**src/shared/ucr_params.svh**
```systemverilog
`ifndef UCR_PARAMS_SVH
`define UCR_PARAMS_SVH
`define UCR_NUM_CH 4
`define UCR_OFS_DATA 3'h0
`define UCR_OFS_IEN 3'h1
`define UCR_OFS_ISTAT 3'h2
`define UCR_OFS_LCTL 3'h3
`define UCR_OFS_MCTL 3'h4
`define UCR_OFS_LSTAT 3'h5
`define UCR_OFS_MSTAT 3'h6
`define UCR_OFS_SCR 3'h7
`define UCR_ENH_KEY 8'hBF
`define UCR_LCTL_DIV_BIT 7
`define UCR_EFN_EN_BIT 4
`define UCR_IEN_EXT_MASK 8'hF0
`define UCR_ISTAT_EXT_MASK 8'h30
`define UCR_FCTL_EXT_MASK 8'h30
`define UCR_MCTL_EXT_MASK 8'hE0
`define UCR_DFRAC_MASK 8'h3F
`define UCR_RST_BYTE 8'h00
`define UCR_LSTAT_RST 8'h60
`endif

```
**src/shared/ucr_pkg.sv**
```systemverilog
package ucr_pkg;
	typedef struct packed {
		logic [1:0] ch;
		logic [2:0] ofs;
		logic [7:0] wdata;
		logic wr;
		logic rd;
	} ucr_req_t;
	typedef struct packed {
		logic [7:0] lctl;
		logic [7:0] ien;
		logic [7:0] fctl;
		logic [7:0] mctl;
		logic [7:0] efn;
		logic [7:0] div_lo;
		logic [7:0] div_hi;
		logic [7:0] div_frac;
	} ucr_cfg_t;
	typedef enum logic [1:0] {
		UCR_VIEW_NORMAL = 2'b00,
		UCR_VIEW_DIV = 2'b01,
		UCR_VIEW_ENH = 2'b11
	} ucr_view_t;
endpackage

```
**src/core/ucr_regmap.sv**
```systemverilog
`timescale 1ns/1ps
`include "ucr_params.svh"
module ucr_regmap
	import ucr_pkg::*;
(
	input wire logic clk,
	input wire logic rst_n,
	input ucr_req_t req,
	output logic [7:0] rdata,
	output logic [`UCR_NUM_CH-1:0] tx_load,
	output logic [7:0] tx_data,
	output logic [`UCR_NUM_CH-1:0] rx_pop,
	input wire logic [`UCR_NUM_CH*8-1:0] rx_data,
	input wire logic [`UCR_NUM_CH*8-1:0] int_status_in,
	input wire logic [`UCR_NUM_CH*8-1:0] line_status_in,
	input wire logic [`UCR_NUM_CH*8-1:0] modem_status_in,
	output ucr_cfg_t [`UCR_NUM_CH-1:0] cfg,
	output logic [`UCR_NUM_CH*32-1:0] flow_chars
);
	// ****************************************
	// View decode
	// ****************************************
	function automatic ucr_view_t view_of(input logic [7:0] lctl);
		if (lctl == `UCR_ENH_KEY) begin
			view_of = UCR_VIEW_ENH;
		end else if (lctl[`UCR_LCTL_DIV_BIT]) begin
			view_of = UCR_VIEW_DIV;
		end else begin
			view_of = UCR_VIEW_NORMAL;
		end
	endfunction

	function automatic logic [7:0] gate(input logic [7:0] v, input logic [7:0] m,
		input logic en);
		gate = en ? v : (v & ~m);
	endfunction

	// Write merge: gated bits keep their old value
	function automatic logic [7:0] merge(input logic [7:0] old_v, input logic [7:0] new_v,
		input logic [7:0] m, input logic en);
		merge = en ? new_v : ((new_v & ~m) | (old_v & m));
	endfunction

	logic [7:0] tx_data_q;
	logic [`UCR_NUM_CH-1:0] tx_load_d;
	logic [`UCR_NUM_CH-1:0] rx_pop_d;
	logic [7:0] rdata_d;
	logic [7:0] rdata_q;
	logic [`UCR_NUM_CH*8-1:0] scr_bus;
	ucr_cfg_t sel_cfg;
	ucr_view_t sel_vw;
	logic sel_en;

	assign tx_data = tx_data_q;
	assign tx_load = tx_load_d;
	assign rx_pop = rx_pop_d;
	assign rdata = rdata_q;

	// ****************************************
	// Per-channel register copies
	// ****************************************
	genvar g;
	generate
		for (g = 0; g < `UCR_NUM_CH; g++) begin : gen_ch
			logic [7:0] lctl_q;
			logic [7:0] ien_q;
			logic [7:0] fctl_q;
			logic [7:0] mctl_q;
			logic [7:0] efn_q;
			logic [7:0] dlo_q;
			logic [7:0] dhi_q;
			logic [7:0] dfr_q;
			logic [7:0] scr_q;
			logic [7:0] xon1_q;
			logic [7:0] xon2_q;
			logic [7:0] xoff1_q;
			logic [7:0] xoff2_q;
			logic sel_wr;
			logic en;
			ucr_view_t vw;

			assign sel_wr = req.wr && (req.ch == 2'(g));
			assign vw = view_of(lctl_q);
			assign en = efn_q[`UCR_EFN_EN_BIT];

			// Line control, written in every view
			always_ff @(posedge clk or negedge rst_n) begin
				if (!rst_n) begin
					lctl_q <= `UCR_RST_BYTE;
				end else if (sel_wr && req.ofs == `UCR_OFS_LCTL) begin
					lctl_q <= req.wdata;
				end
			end

			// Enhanced function, reached only through the key value
			always_ff @(posedge clk or negedge rst_n) begin
				if (!rst_n) begin
					efn_q <= `UCR_RST_BYTE;
				end else if (sel_wr && req.ofs == `UCR_OFS_ISTAT && vw == UCR_VIEW_ENH) begin
					efn_q <= req.wdata;
				end
			end

			// Interrupt enable; gated upper nibble keeps its old value
			always_ff @(posedge clk or negedge rst_n) begin
				if (!rst_n) begin
					ien_q <= `UCR_RST_BYTE;
				end else if (sel_wr && req.ofs == `UCR_OFS_IEN && vw == UCR_VIEW_NORMAL) begin
					ien_q <= merge(ien_q, req.wdata, `UCR_IEN_EXT_MASK, en);
				end
			end

			// FIFO control, write side of offset 2 in the normal view
			always_ff @(posedge clk or negedge rst_n) begin
				if (!rst_n) begin
					fctl_q <= `UCR_RST_BYTE;
				end else if (sel_wr && req.ofs == `UCR_OFS_ISTAT && vw == UCR_VIEW_NORMAL) begin
					fctl_q <= merge(fctl_q, req.wdata, `UCR_FCTL_EXT_MASK, en);
				end
			end

			// Modem control outside the key view
			always_ff @(posedge clk or negedge rst_n) begin
				if (!rst_n) begin
					mctl_q <= `UCR_RST_BYTE;
				end else if (sel_wr && req.ofs == `UCR_OFS_MCTL && vw != UCR_VIEW_ENH) begin
					mctl_q <= merge(mctl_q, req.wdata, `UCR_MCTL_EXT_MASK, en);
				end
			end

			// Baud divisor bytes; fraction only with the extended bits on
			always_ff @(posedge clk or negedge rst_n) begin
				if (!rst_n) begin
					dlo_q <= `UCR_RST_BYTE;
					dhi_q <= `UCR_RST_BYTE;
					dfr_q <= `UCR_RST_BYTE;
				end else if (sel_wr && vw == UCR_VIEW_DIV) begin
					case (req.ofs)
						`UCR_OFS_DATA: begin
							dlo_q <= req.wdata;
						end
						`UCR_OFS_IEN: begin
							dhi_q <= req.wdata;
						end
						`UCR_OFS_ISTAT: begin
							if (en) begin
								dfr_q <= req.wdata & `UCR_DFRAC_MASK;
							end
						end
						default: begin
						end
					endcase
				end
			end

			// Scratch pad outside the key view; line and modem status offsets take writes only in the key view
			always_ff @(posedge clk or negedge rst_n) begin
				if (!rst_n) begin
					scr_q <= `UCR_RST_BYTE;
				end else if (sel_wr && req.ofs == `UCR_OFS_SCR && vw != UCR_VIEW_ENH) begin
					scr_q <= req.wdata;
				end
			end

			// Resume and pause characters behind the key value
			always_ff @(posedge clk or negedge rst_n) begin
				if (!rst_n) begin
					xon1_q <= `UCR_RST_BYTE;
					xon2_q <= `UCR_RST_BYTE;
					xoff1_q <= `UCR_RST_BYTE;
					xoff2_q <= `UCR_RST_BYTE;
				end else if (sel_wr && vw == UCR_VIEW_ENH) begin
					case (req.ofs)
						`UCR_OFS_MCTL: begin
							xon1_q <= req.wdata;
						end
						`UCR_OFS_LSTAT: begin
							xon2_q <= req.wdata;
						end
						`UCR_OFS_MSTAT: begin
							xoff1_q <= req.wdata;
						end
						`UCR_OFS_SCR: begin
							xoff2_q <= req.wdata;
						end
						default: begin
						end
					endcase
				end
			end

			assign cfg[g].lctl = lctl_q;
			assign cfg[g].ien = gate(ien_q, `UCR_IEN_EXT_MASK, en);
			assign cfg[g].fctl = gate(fctl_q, `UCR_FCTL_EXT_MASK, en);
			assign cfg[g].mctl = gate(mctl_q, `UCR_MCTL_EXT_MASK, en);
			assign cfg[g].efn = efn_q;
			assign cfg[g].div_lo = dlo_q;
			assign cfg[g].div_hi = dhi_q;
			assign cfg[g].div_frac = dfr_q;
			assign flow_chars[g*32 +: 32] = {xoff2_q, xoff1_q, xon2_q, xon1_q};
			assign scr_bus[g*8 +: 8] = scr_q;
		end
	endgenerate

	// ****************************************
	// Read mux and strobes
	// ****************************************
	always_comb begin
		tx_load_d = '0;
		rx_pop_d = '0;
		for (int c = 0; c < `UCR_NUM_CH; c++) begin
			if (req.ch == 2'(c) && req.ofs == `UCR_OFS_DATA &&
				view_of(cfg[c].lctl) == UCR_VIEW_NORMAL) begin
				tx_load_d[c] = req.wr;
				rx_pop_d[c] = req.rd;
			end
		end
	end

	// Selected channel and its view, shared by the read mux
	assign sel_cfg = cfg[req.ch];
	assign sel_vw = view_of(sel_cfg.lctl);
	assign sel_en = sel_cfg.efn[`UCR_EFN_EN_BIT];

	always_comb begin
		rdata_d = 8'h00;
		case (req.ofs)
			`UCR_OFS_DATA: begin
				if (sel_vw == UCR_VIEW_NORMAL) begin
					rdata_d = rx_data[req.ch*8 +: 8];
				end else begin
					rdata_d = sel_cfg.div_lo;
				end
			end
			`UCR_OFS_IEN: begin
				if (sel_vw == UCR_VIEW_DIV) begin
					rdata_d = sel_cfg.div_hi;
				end else begin
					rdata_d = sel_cfg.ien;
				end
			end
			`UCR_OFS_ISTAT: begin
				case (sel_vw)
					UCR_VIEW_ENH: rdata_d = sel_cfg.efn;
					UCR_VIEW_DIV: rdata_d = sel_en ? sel_cfg.div_frac : 8'h00;
					default: rdata_d = gate(int_status_in[req.ch*8 +: 8], `UCR_ISTAT_EXT_MASK,
						sel_en);
				endcase
			end
			`UCR_OFS_LCTL: begin
				rdata_d = sel_cfg.lctl;
			end
			`UCR_OFS_MCTL: begin
				if (sel_vw == UCR_VIEW_ENH) begin
					rdata_d = flow_chars[req.ch*32 +: 8];
				end else begin
					rdata_d = sel_cfg.mctl;
				end
			end
			`UCR_OFS_LSTAT: begin
				if (sel_vw == UCR_VIEW_ENH) begin
					rdata_d = flow_chars[req.ch*32+8 +: 8];
				end else begin
					rdata_d = line_status_in[req.ch*8 +: 8];
				end
			end
			`UCR_OFS_MSTAT: begin
				if (sel_vw == UCR_VIEW_ENH) begin
					rdata_d = flow_chars[req.ch*32+16 +: 8];
				end else begin
					rdata_d = modem_status_in[req.ch*8 +: 8];
				end
			end
			default: begin
				if (sel_vw == UCR_VIEW_ENH) begin
					rdata_d = flow_chars[req.ch*32+24 +: 8];
				end else begin
					rdata_d = scr_bus[req.ch*8 +: 8];
				end
			end
		endcase
	end

	always_ff @(posedge clk or negedge rst_n) begin
		if (!rst_n) begin
			rdata_q <= 8'h00;
		end else if (req.rd) begin
			rdata_q <= rdata_d;
		end
	end

	always_ff @(posedge clk or negedge rst_n) begin
		if (!rst_n) begin
			tx_data_q <= 8'h00;
		end else if (|tx_load_d) begin
			tx_data_q <= req.wdata;
		end
	end
endmodule

```
**config.mk**
```make
export PLATFORM = sky130hd
export DESIGN_NAME = ucr_regmap
export DESIGN_NICKNAME = d
export VERILOG_FILES = /design/src/shared/ucr_pkg.sv /design/src/core/ucr_regmap.sv
export VERILOG_INCLUDE_DIRS = /design/src /design/src/shared
export SDC_FILE = /design/constraint.sdc
export NUM_CORES = 1
export LEC_CHECK = 0
export BUFFER_PORTS_ARGS = -buffer_cell sky130_fd_sc_hd__buf_2
export CORE_MARGIN = 2
export CORE_UTILIZATION = 45
export CTS_BUF_LIST = sky130_fd_sc_hd__clkbuf_8
export DETAILED_ROUTE_END_ITERATION = 6
export PLACE_DENSITY = 0.7
export RECOVER_POWER = 25
export SLEW_MARGIN = 20
export SYNTH_ARGS = -nofsm -noshare
export SYNTH_HDL_FRONTEND = slang
export SYNTH_SLANG_ARGS = --single-unit
```
**constraint.sdc**
```tcl
create_clock -name clk -period 2.8 [get_ports clk]
set_clock_uncertainty 0.1 [all_clocks]
set_input_delay 0.28 -clock clk [delete_from_list [all_inputs] [get_ports clk]]
set_output_delay 0.28 -clock clk [all_outputs]
set_load 0.02 [all_outputs]
```
== Word-level counts from Yosys, hierarchy flattened ==
Cells that the tools add are included.
Widths: inputs -> output; s select.
Word-level totals
  register bits after elaboration: 424
  output and inout bits: 408
  word-level logic and storage cells: 258
Operators by class
  add/sub/neg operators: 3
  order comparisons: 1
  equal/unequal tests: 29
  shift operators: 9
  multiplexer cells: 54
  bitwise gates (word level): 12
  reduce and logical (&&, ||, !) cells: 96
Operator list (count)
  $shiftx 128x9->8: 3
  $mux 8: 27
  $shiftx 32x6->8: 5
  $bmux 64 s2: 1
  $shiftx 128x8->8: 1
  $mux 64: 1
  $logic_and 1x1->1: 60
  $pmux 8 s7: 1
  $reduce_and 2->1: 24
  $eq 8x8->1 const B: 5
  $or 4x8->8: 4
  $or 5x8->8: 4
  $or 8x6->8: 4
  $mux 6: 5
  $add 7x5->8 const B: 2
  $pmux 8 s2: 1
  $eq 2x2->1 const B: 7
  $mux 1: 13
  $eq 2x1->1 const B: 6
  $eq 3x3->1 const B: 4
  $logic_not 2->1: 6
  $reduce_and 3->1: 4
  $mux 2: 5
  $add 7x4->8 const B: 1
  6 further kinds: 10

== Logic depth before layout (Yosys ltp) ==
  depth in word-level cells: 8
  depth in mapped cells: 10
  gate-level depth less buffers: 6

== Worst setup path after synthesis ==
OpenSTA, ideal clock, no wires.
  path kind: register -> register
  start: register gen_ch[2].lctl_q[7]
  end: register rdata_q[6], in the netlist rdata[6]
  setup time: 126 ps
  arrival: 2741 ps
  data required time: 2574 ps
  slack: -167 ps
  stages on the path, launching flop included: 9
  buffers on the path: 2
  period minus slack after synthesis: 2967 ps
  path through: dfrtp_1 > clkbuf_1 > mux4_2 > and4_1 > buf_2 > a21oi_4 > mux2_4 > a221o_1 > o32a_1
On the way
  longest elaborated chain between the ends: 7
  elaborated cells between the ends (all ways): 16
Ends and longest elaborated chain
  from (decl): RTL line ucr_regmap.sv:65  | logic [7:0] lctl_q;
  from (signal assigned): RTL line ucr_regmap.sv:89  | lctl_q <= `UCR_RST_BYTE;
  from (signal assigned): RTL line ucr_regmap.sv:91  | lctl_q <= req.wdata;
  $bmux 64 s2 *: RTL line ucr_regmap.sv:221  | assign sel_cfg = cfg[req.ch];
  $mux 64 (implied by the code) *: RTL line ucr_regmap.sv:221
  $eq 8x8->1 (no line) / $mux 1 (equally long branches)
  $mux 2 *: RTL line ucr_regmap.sv:24  | if (lctl == `UCR_ENH_KEY) begin
  $eq 2x1->1 (tied with other cells): RTL line ucr_regmap.sv:236, ucr_regmap.sv:243
  $pmux 8 s2 (tied with other cells): RTL line ucr_regmap.sv:243  | case (sel_vw)
  $pmux 8 s7 *: RTL line ucr_regmap.sv:227  | case (req.ofs)
  to (signal assigned): RTL line ucr_regmap.sv:288  | rdata_q <= rdata_d;
  to (decl): RTL line ucr_regmap.sv:48  | logic [7:0] rdata_q;
Every way passes the cells marked *; elsewhere a longest branch is shown, timed or not. The select of a mux whose other input is x is not followed.
A chain may end at the register's enable or synchronous reset.

== Worst setup path in the final report ==
  start: register gen_ch[0].lctl_q[6]
  end: register rdata_q[1], in the netlist rdata[1]
On the way
  longest elaborated chain between the ends: 7
  elaborated cells between the ends (all ways): 15
Ends and longest elaborated chain (RTL line)
  from (decl): ucr_regmap.sv:65
  from (signal assigned): ucr_regmap.sv:89
  from (signal assigned): ucr_regmap.sv:91
  $bmux 64 s2 *: ucr_regmap.sv:221
  $mux 64 (implied by the code) *: ucr_regmap.sv:221
  $eq 8x8->1 (no line) *
  $mux 2 *: ucr_regmap.sv:24
  $eq 2x1->1 (tied with other cells): ucr_regmap.sv:236, ucr_regmap.sv:243
  $pmux 8 s2 (tied with other cells): ucr_regmap.sv:243
  $pmux 8 s7 *: ucr_regmap.sv:227
Marked as above.

==> impl_metrics.env <==
export IMPL_grt_pass1_wl_um=116000
export IMPL_dieArea_mm2=0.04875
export IMPL_synth_top_area_share=0.5016
export IMPL_drt_iter0_drc=1535
export IMPL_critPathMostFrequentCell="buf_4"
export IMPL_grt_pass1_vias=16412
export IMPL_syn_avg_cell_area_um2=14.54
export IMPL_wl_met3_um=5206
export IMPL_max_slew_margin=-0.3060
export IMPL_worstMarginPinSlew_ps=1959
export IMPL_wl_met2_um=38900
export IMPL_violations="max-capacitance violations, max-slew violations"
export IMPL_synth_simple_area_share=0.05513
export IMPL_synthArstFlopShare=1.000
export IMPL_gp_congestion=0.9350
export IMPL_status="finished, violations left"
export IMPL_period_needed_ps=2709
export IMPL_tns_ps=0
export IMPL_synth_fa_ha_area_frac=0
export IMPL_worstPathCellList="mux4_2, and4b_2, nand2_8, buf_4, nand3b_1, a311oi_1, buf_4, o41a_1"
export IMPL_setup_viol=0
export IMPL_ys_seq_area_frac=0.5016
export IMPL_multi_input_area_mm2=0.009590
export IMPL_cts_buffer_depth=3
export IMPL_rsz0062_at_grt="no"
export IMPL_hp_class="in2reg"
export IMPL_vias=15892
export IMPL_fin_nets=2209
export IMPL_leakage_nw=13.93
export IMPL_drc=0
export IMPL_synth_seq_cells=424
export IMPL_synth_edf_count=0
export IMPL_synth_top_cells_by_count="424 x dfrtp_1, 424 x mux2_2, 122 x mux4_2, 76 x buf_4, 64 x clkbuf_1"
export IMPL_crit_type="reg2reg"
export IMPL_endpoint_kind="flip-flop"
export IMPL_postCtsSetupRepairBufs=0
export IMPL_whs_ps=94.43
export IMPL_yosys_warnings=0
export IMPL_max_freq_mhz=369.1
export IMPL_fill_cells=3815
export IMPL_peakVddDrop_uv=438.3
export IMPL_cts_tree="yes"
export IMPL_clock_root_buffer="clkbuf_8"
export IMPL_synth_compound_area_frac=0.02141
export IMPL_crit_slowest_cell="mux4_2"
export IMPL_muxShareOfSynthArea=0.3736
export IMPL_antenna_found_initial=5
export IMPL_timing_final_crit_share=0.9676
export IMPL_required_ps=3220
export IMPL_drv_slew=61
export IMPL_row_count=79
export IMPL_synth_cell_area_mm2=0.02115
export IMPL_yosys_area_top_type="dfrtp_1"
export IMPL_wl_per_cell_um=29.16
export IMPL_antenna_left=0
export IMPL_hold_violations=0
export IMPL_htreeDepth=3
export IMPL_area_delta_synth_final_pct=26.47
export IMPL_drt_pre_antenna_iters=5
export IMPL_routed_wl_um=79520
export IMPL_clock_sinks=424
export IMPL_synthDistinctLibCells=58
export IMPL_ys_flop_type="dfrtp_1"
export IMPL_maxCapViolCount=1
export IMPL_cts_made_buffers=75
export IMPL_power_density_mw_per_mm2=603.8
export IMPL_die_h_um=220.8
export IMPL_grt_usage=0.3248
export IMPL_grt_overflow_total=0
export IMPL_wl_met1_um=32500
export IMPL_grt_max_degree=70
export IMPL_regArea_mm2=0.01061
export IMPL_final_util=0.5758
export IMPL_netlist_instances=1455
export IMPL_cp_start_kind="flip-flop"
export IMPL_highest_layer="met5"
export IMPL_routed_via_density=5.828
export IMPL_synth_area_top_cells="dfrtp_1 50%, mux2_2 23%, mux4_2 13%"
export IMPL_power_mw=16.15
export IMPL_pin_count=553
export IMPL_clk_pin_slew_ps=60
export IMPL_clkLatencyLatePin_ps=670
export IMPL_core_mm2=0.04646
export IMPL_start_util=0.4553
export IMPL_synth_top_family_by_area="multiplexers"
export IMPL_portBuffers=544
export IMPL_die_w_um=220.8
export IMPL_cp_data_arrival_time_ps=3130
export IMPL_synth_xor_area_frac=0
export IMPL_critPathMaxStageDelay_ps=490
export IMPL_crit_fanout=11
export IMPL_drive_gt1_frac=0.6495
export IMPL_post_dp_hpwl_um=59740
logic make-up (layout without fill, tap and decap cells):
family	Yosys count	after routing
other cells	1	11
mux	578	578
simple gates	220	220
buf+inv	173	828
compound gates	59	59
flops	424	424
repair_timing:
item	CTS	global route
hold buffers	2	0
pin swaps	0	1
endpoints found under the setup margin	3	2
gates resized for setup	2	4
endpoints found under the hold margin	276	0
routing by layer:
layer / global-route usage / up-vias
met4: 0.1303 / 4
met1: 0.4324 / 8392
met5: 0 / -
met3: 0.06493 / 160
li1: - / 6619
met2: 0.5241 / 717
cell type report:
type / instances / area share
diodes: 3 / 0.0002806
clock buffers: 97 / 0.04991
clock inverters: 33 / 0.009822
inverters: 2 / 0.0002806
multi-input cells: 865 / 0.3585
flip-flops and latches: 424 / 0.3968
well taps: 607 / 0.02839
repair buffers: 696 / 0.1560
critical path: cells and delay by family (launching register included):
family                 cells  cell delay [ps]
multiplexers               1              490
buffers and inverters      2              350
flip-flops                 1              420
AO/OA/AOI/OAI              2              550
AND/OR/NAND/NOR            3              660
where the power goes:
group	switching, mW	total [mW]	internal (mW)
clock	2.63	6.17	3.54
combinational	1.76	3.05	1.29
sequential	0.324	6.93	6.61
total	4.71	16.2	11.4
flip-flops by register name, summed over array words and instances, names as in the netlist, 24 cells and up:
| signal | flops |
|---|---|
| gen_ch.dhi_q | 32 |
| gen_ch.dlo_q | 32 |
| gen_ch.efn_q | 32 |
| gen_ch.fctl_q | 32 |
| gen_ch.ien_q | 32 |
| gen_ch.lctl_q | 32 |
| gen_ch.mctl_q | 32 |
| gen_ch.scr_q | 32 |
| gen_ch.xoff1_q | 32 |
| gen_ch.xoff2_q | 32 |
| gen_ch.xon1_q | 32 |
| gen_ch.xon2_q | 32 |
| gen_ch.dfr_q | 24 |
layout by cell type, fill, tap and decap left out, drive strengths merged, types with 2 or more instances in the layout:
| master | synthesis | layout |
|---|---|---|
| nor3 | 9 | 9 |
| bufinv | 0 | 5 |
| a41oi | 2 | 2 |
| diode | 0 | 3 |
| nand2b | 2 | 2 |
| and2 | 39 | 39 |
| nand4 | 9 | 9 |
| buf | 104 | 688 |
| a2111oi | 2 | 2 |
| nand4b | 7 | 7 |
| mux2 | 426 | 426 |
| o21ai | 4 | 4 |
| and3b | 3 | 3 |
| a21oi | 10 | 10 |
| dlygate4sd3 | 0 | 2 |
| conb | 1 | 8 |
| o41a | 4 | 4 |
| o22ai | 6 | 6 |
| dfrtp | 424 | 424 |
| mux2i | 27 | 27 |
| a31oi | 6 | 6 |
| or3 | 2 | 2 |
| mux4 | 125 | 125 |
| nand3 | 29 | 29 |
| inv | 2 | 26 |
| nand3b | 7 | 7 |
| nor2b | 2 | 2 |
| clkinv | 0 | 3 |
| clkbuf | 66 | 103 |
| nand2 | 47 | 47 |
| o211ai | 11 | 11 |
| nor2 | 48 | 48 |
| or3b | 2 | 2 |
| a311oi | 4 | 4 |
| nor4 | 2 | 2 |
| nor3b | 3 | 3 |
| or2 | 5 | 5 |
through the flow:
step | std cells | area (um2) | worst slack (ps)
3_5_place_dp | 2592 | 25130 | -117.0
2_1_floorplan | 1462 | 21220 | -36.92
4_1_cts | 2724 | 26760 | 70.57
5_1_grt | 2726 | 26750 | 7.237
6_report | 2727 | 26750 | 90.78
3_3_place_gp | 2592 | 25130 | -121.6
path summary, 6_finish.rpt:
kind | startpoint | end | slack (ps) | cells past startpoint
min in group asynchronous | rst_n | gen_ch[2].xoff1_q[7] | 560 | 2
setup reg to reg | gen_ch[0].lctl_q[6] | rdata[1] | 90 | 8
max in group asynchronous | rst_n | gen_ch[3].lctl_q[7] | 510 | 3
setup / recovery | gen_ch[0].lctl_q[6] | rdata[1] | 90 | 8
hold / removal | req[12] | rdata[5] | 90 | 5
hold reg to reg | gen_ch[3].mctl_q[6] | gen_ch[3].mctl_q[6] | 400 | 1
(Power assumes the default switching activity.)
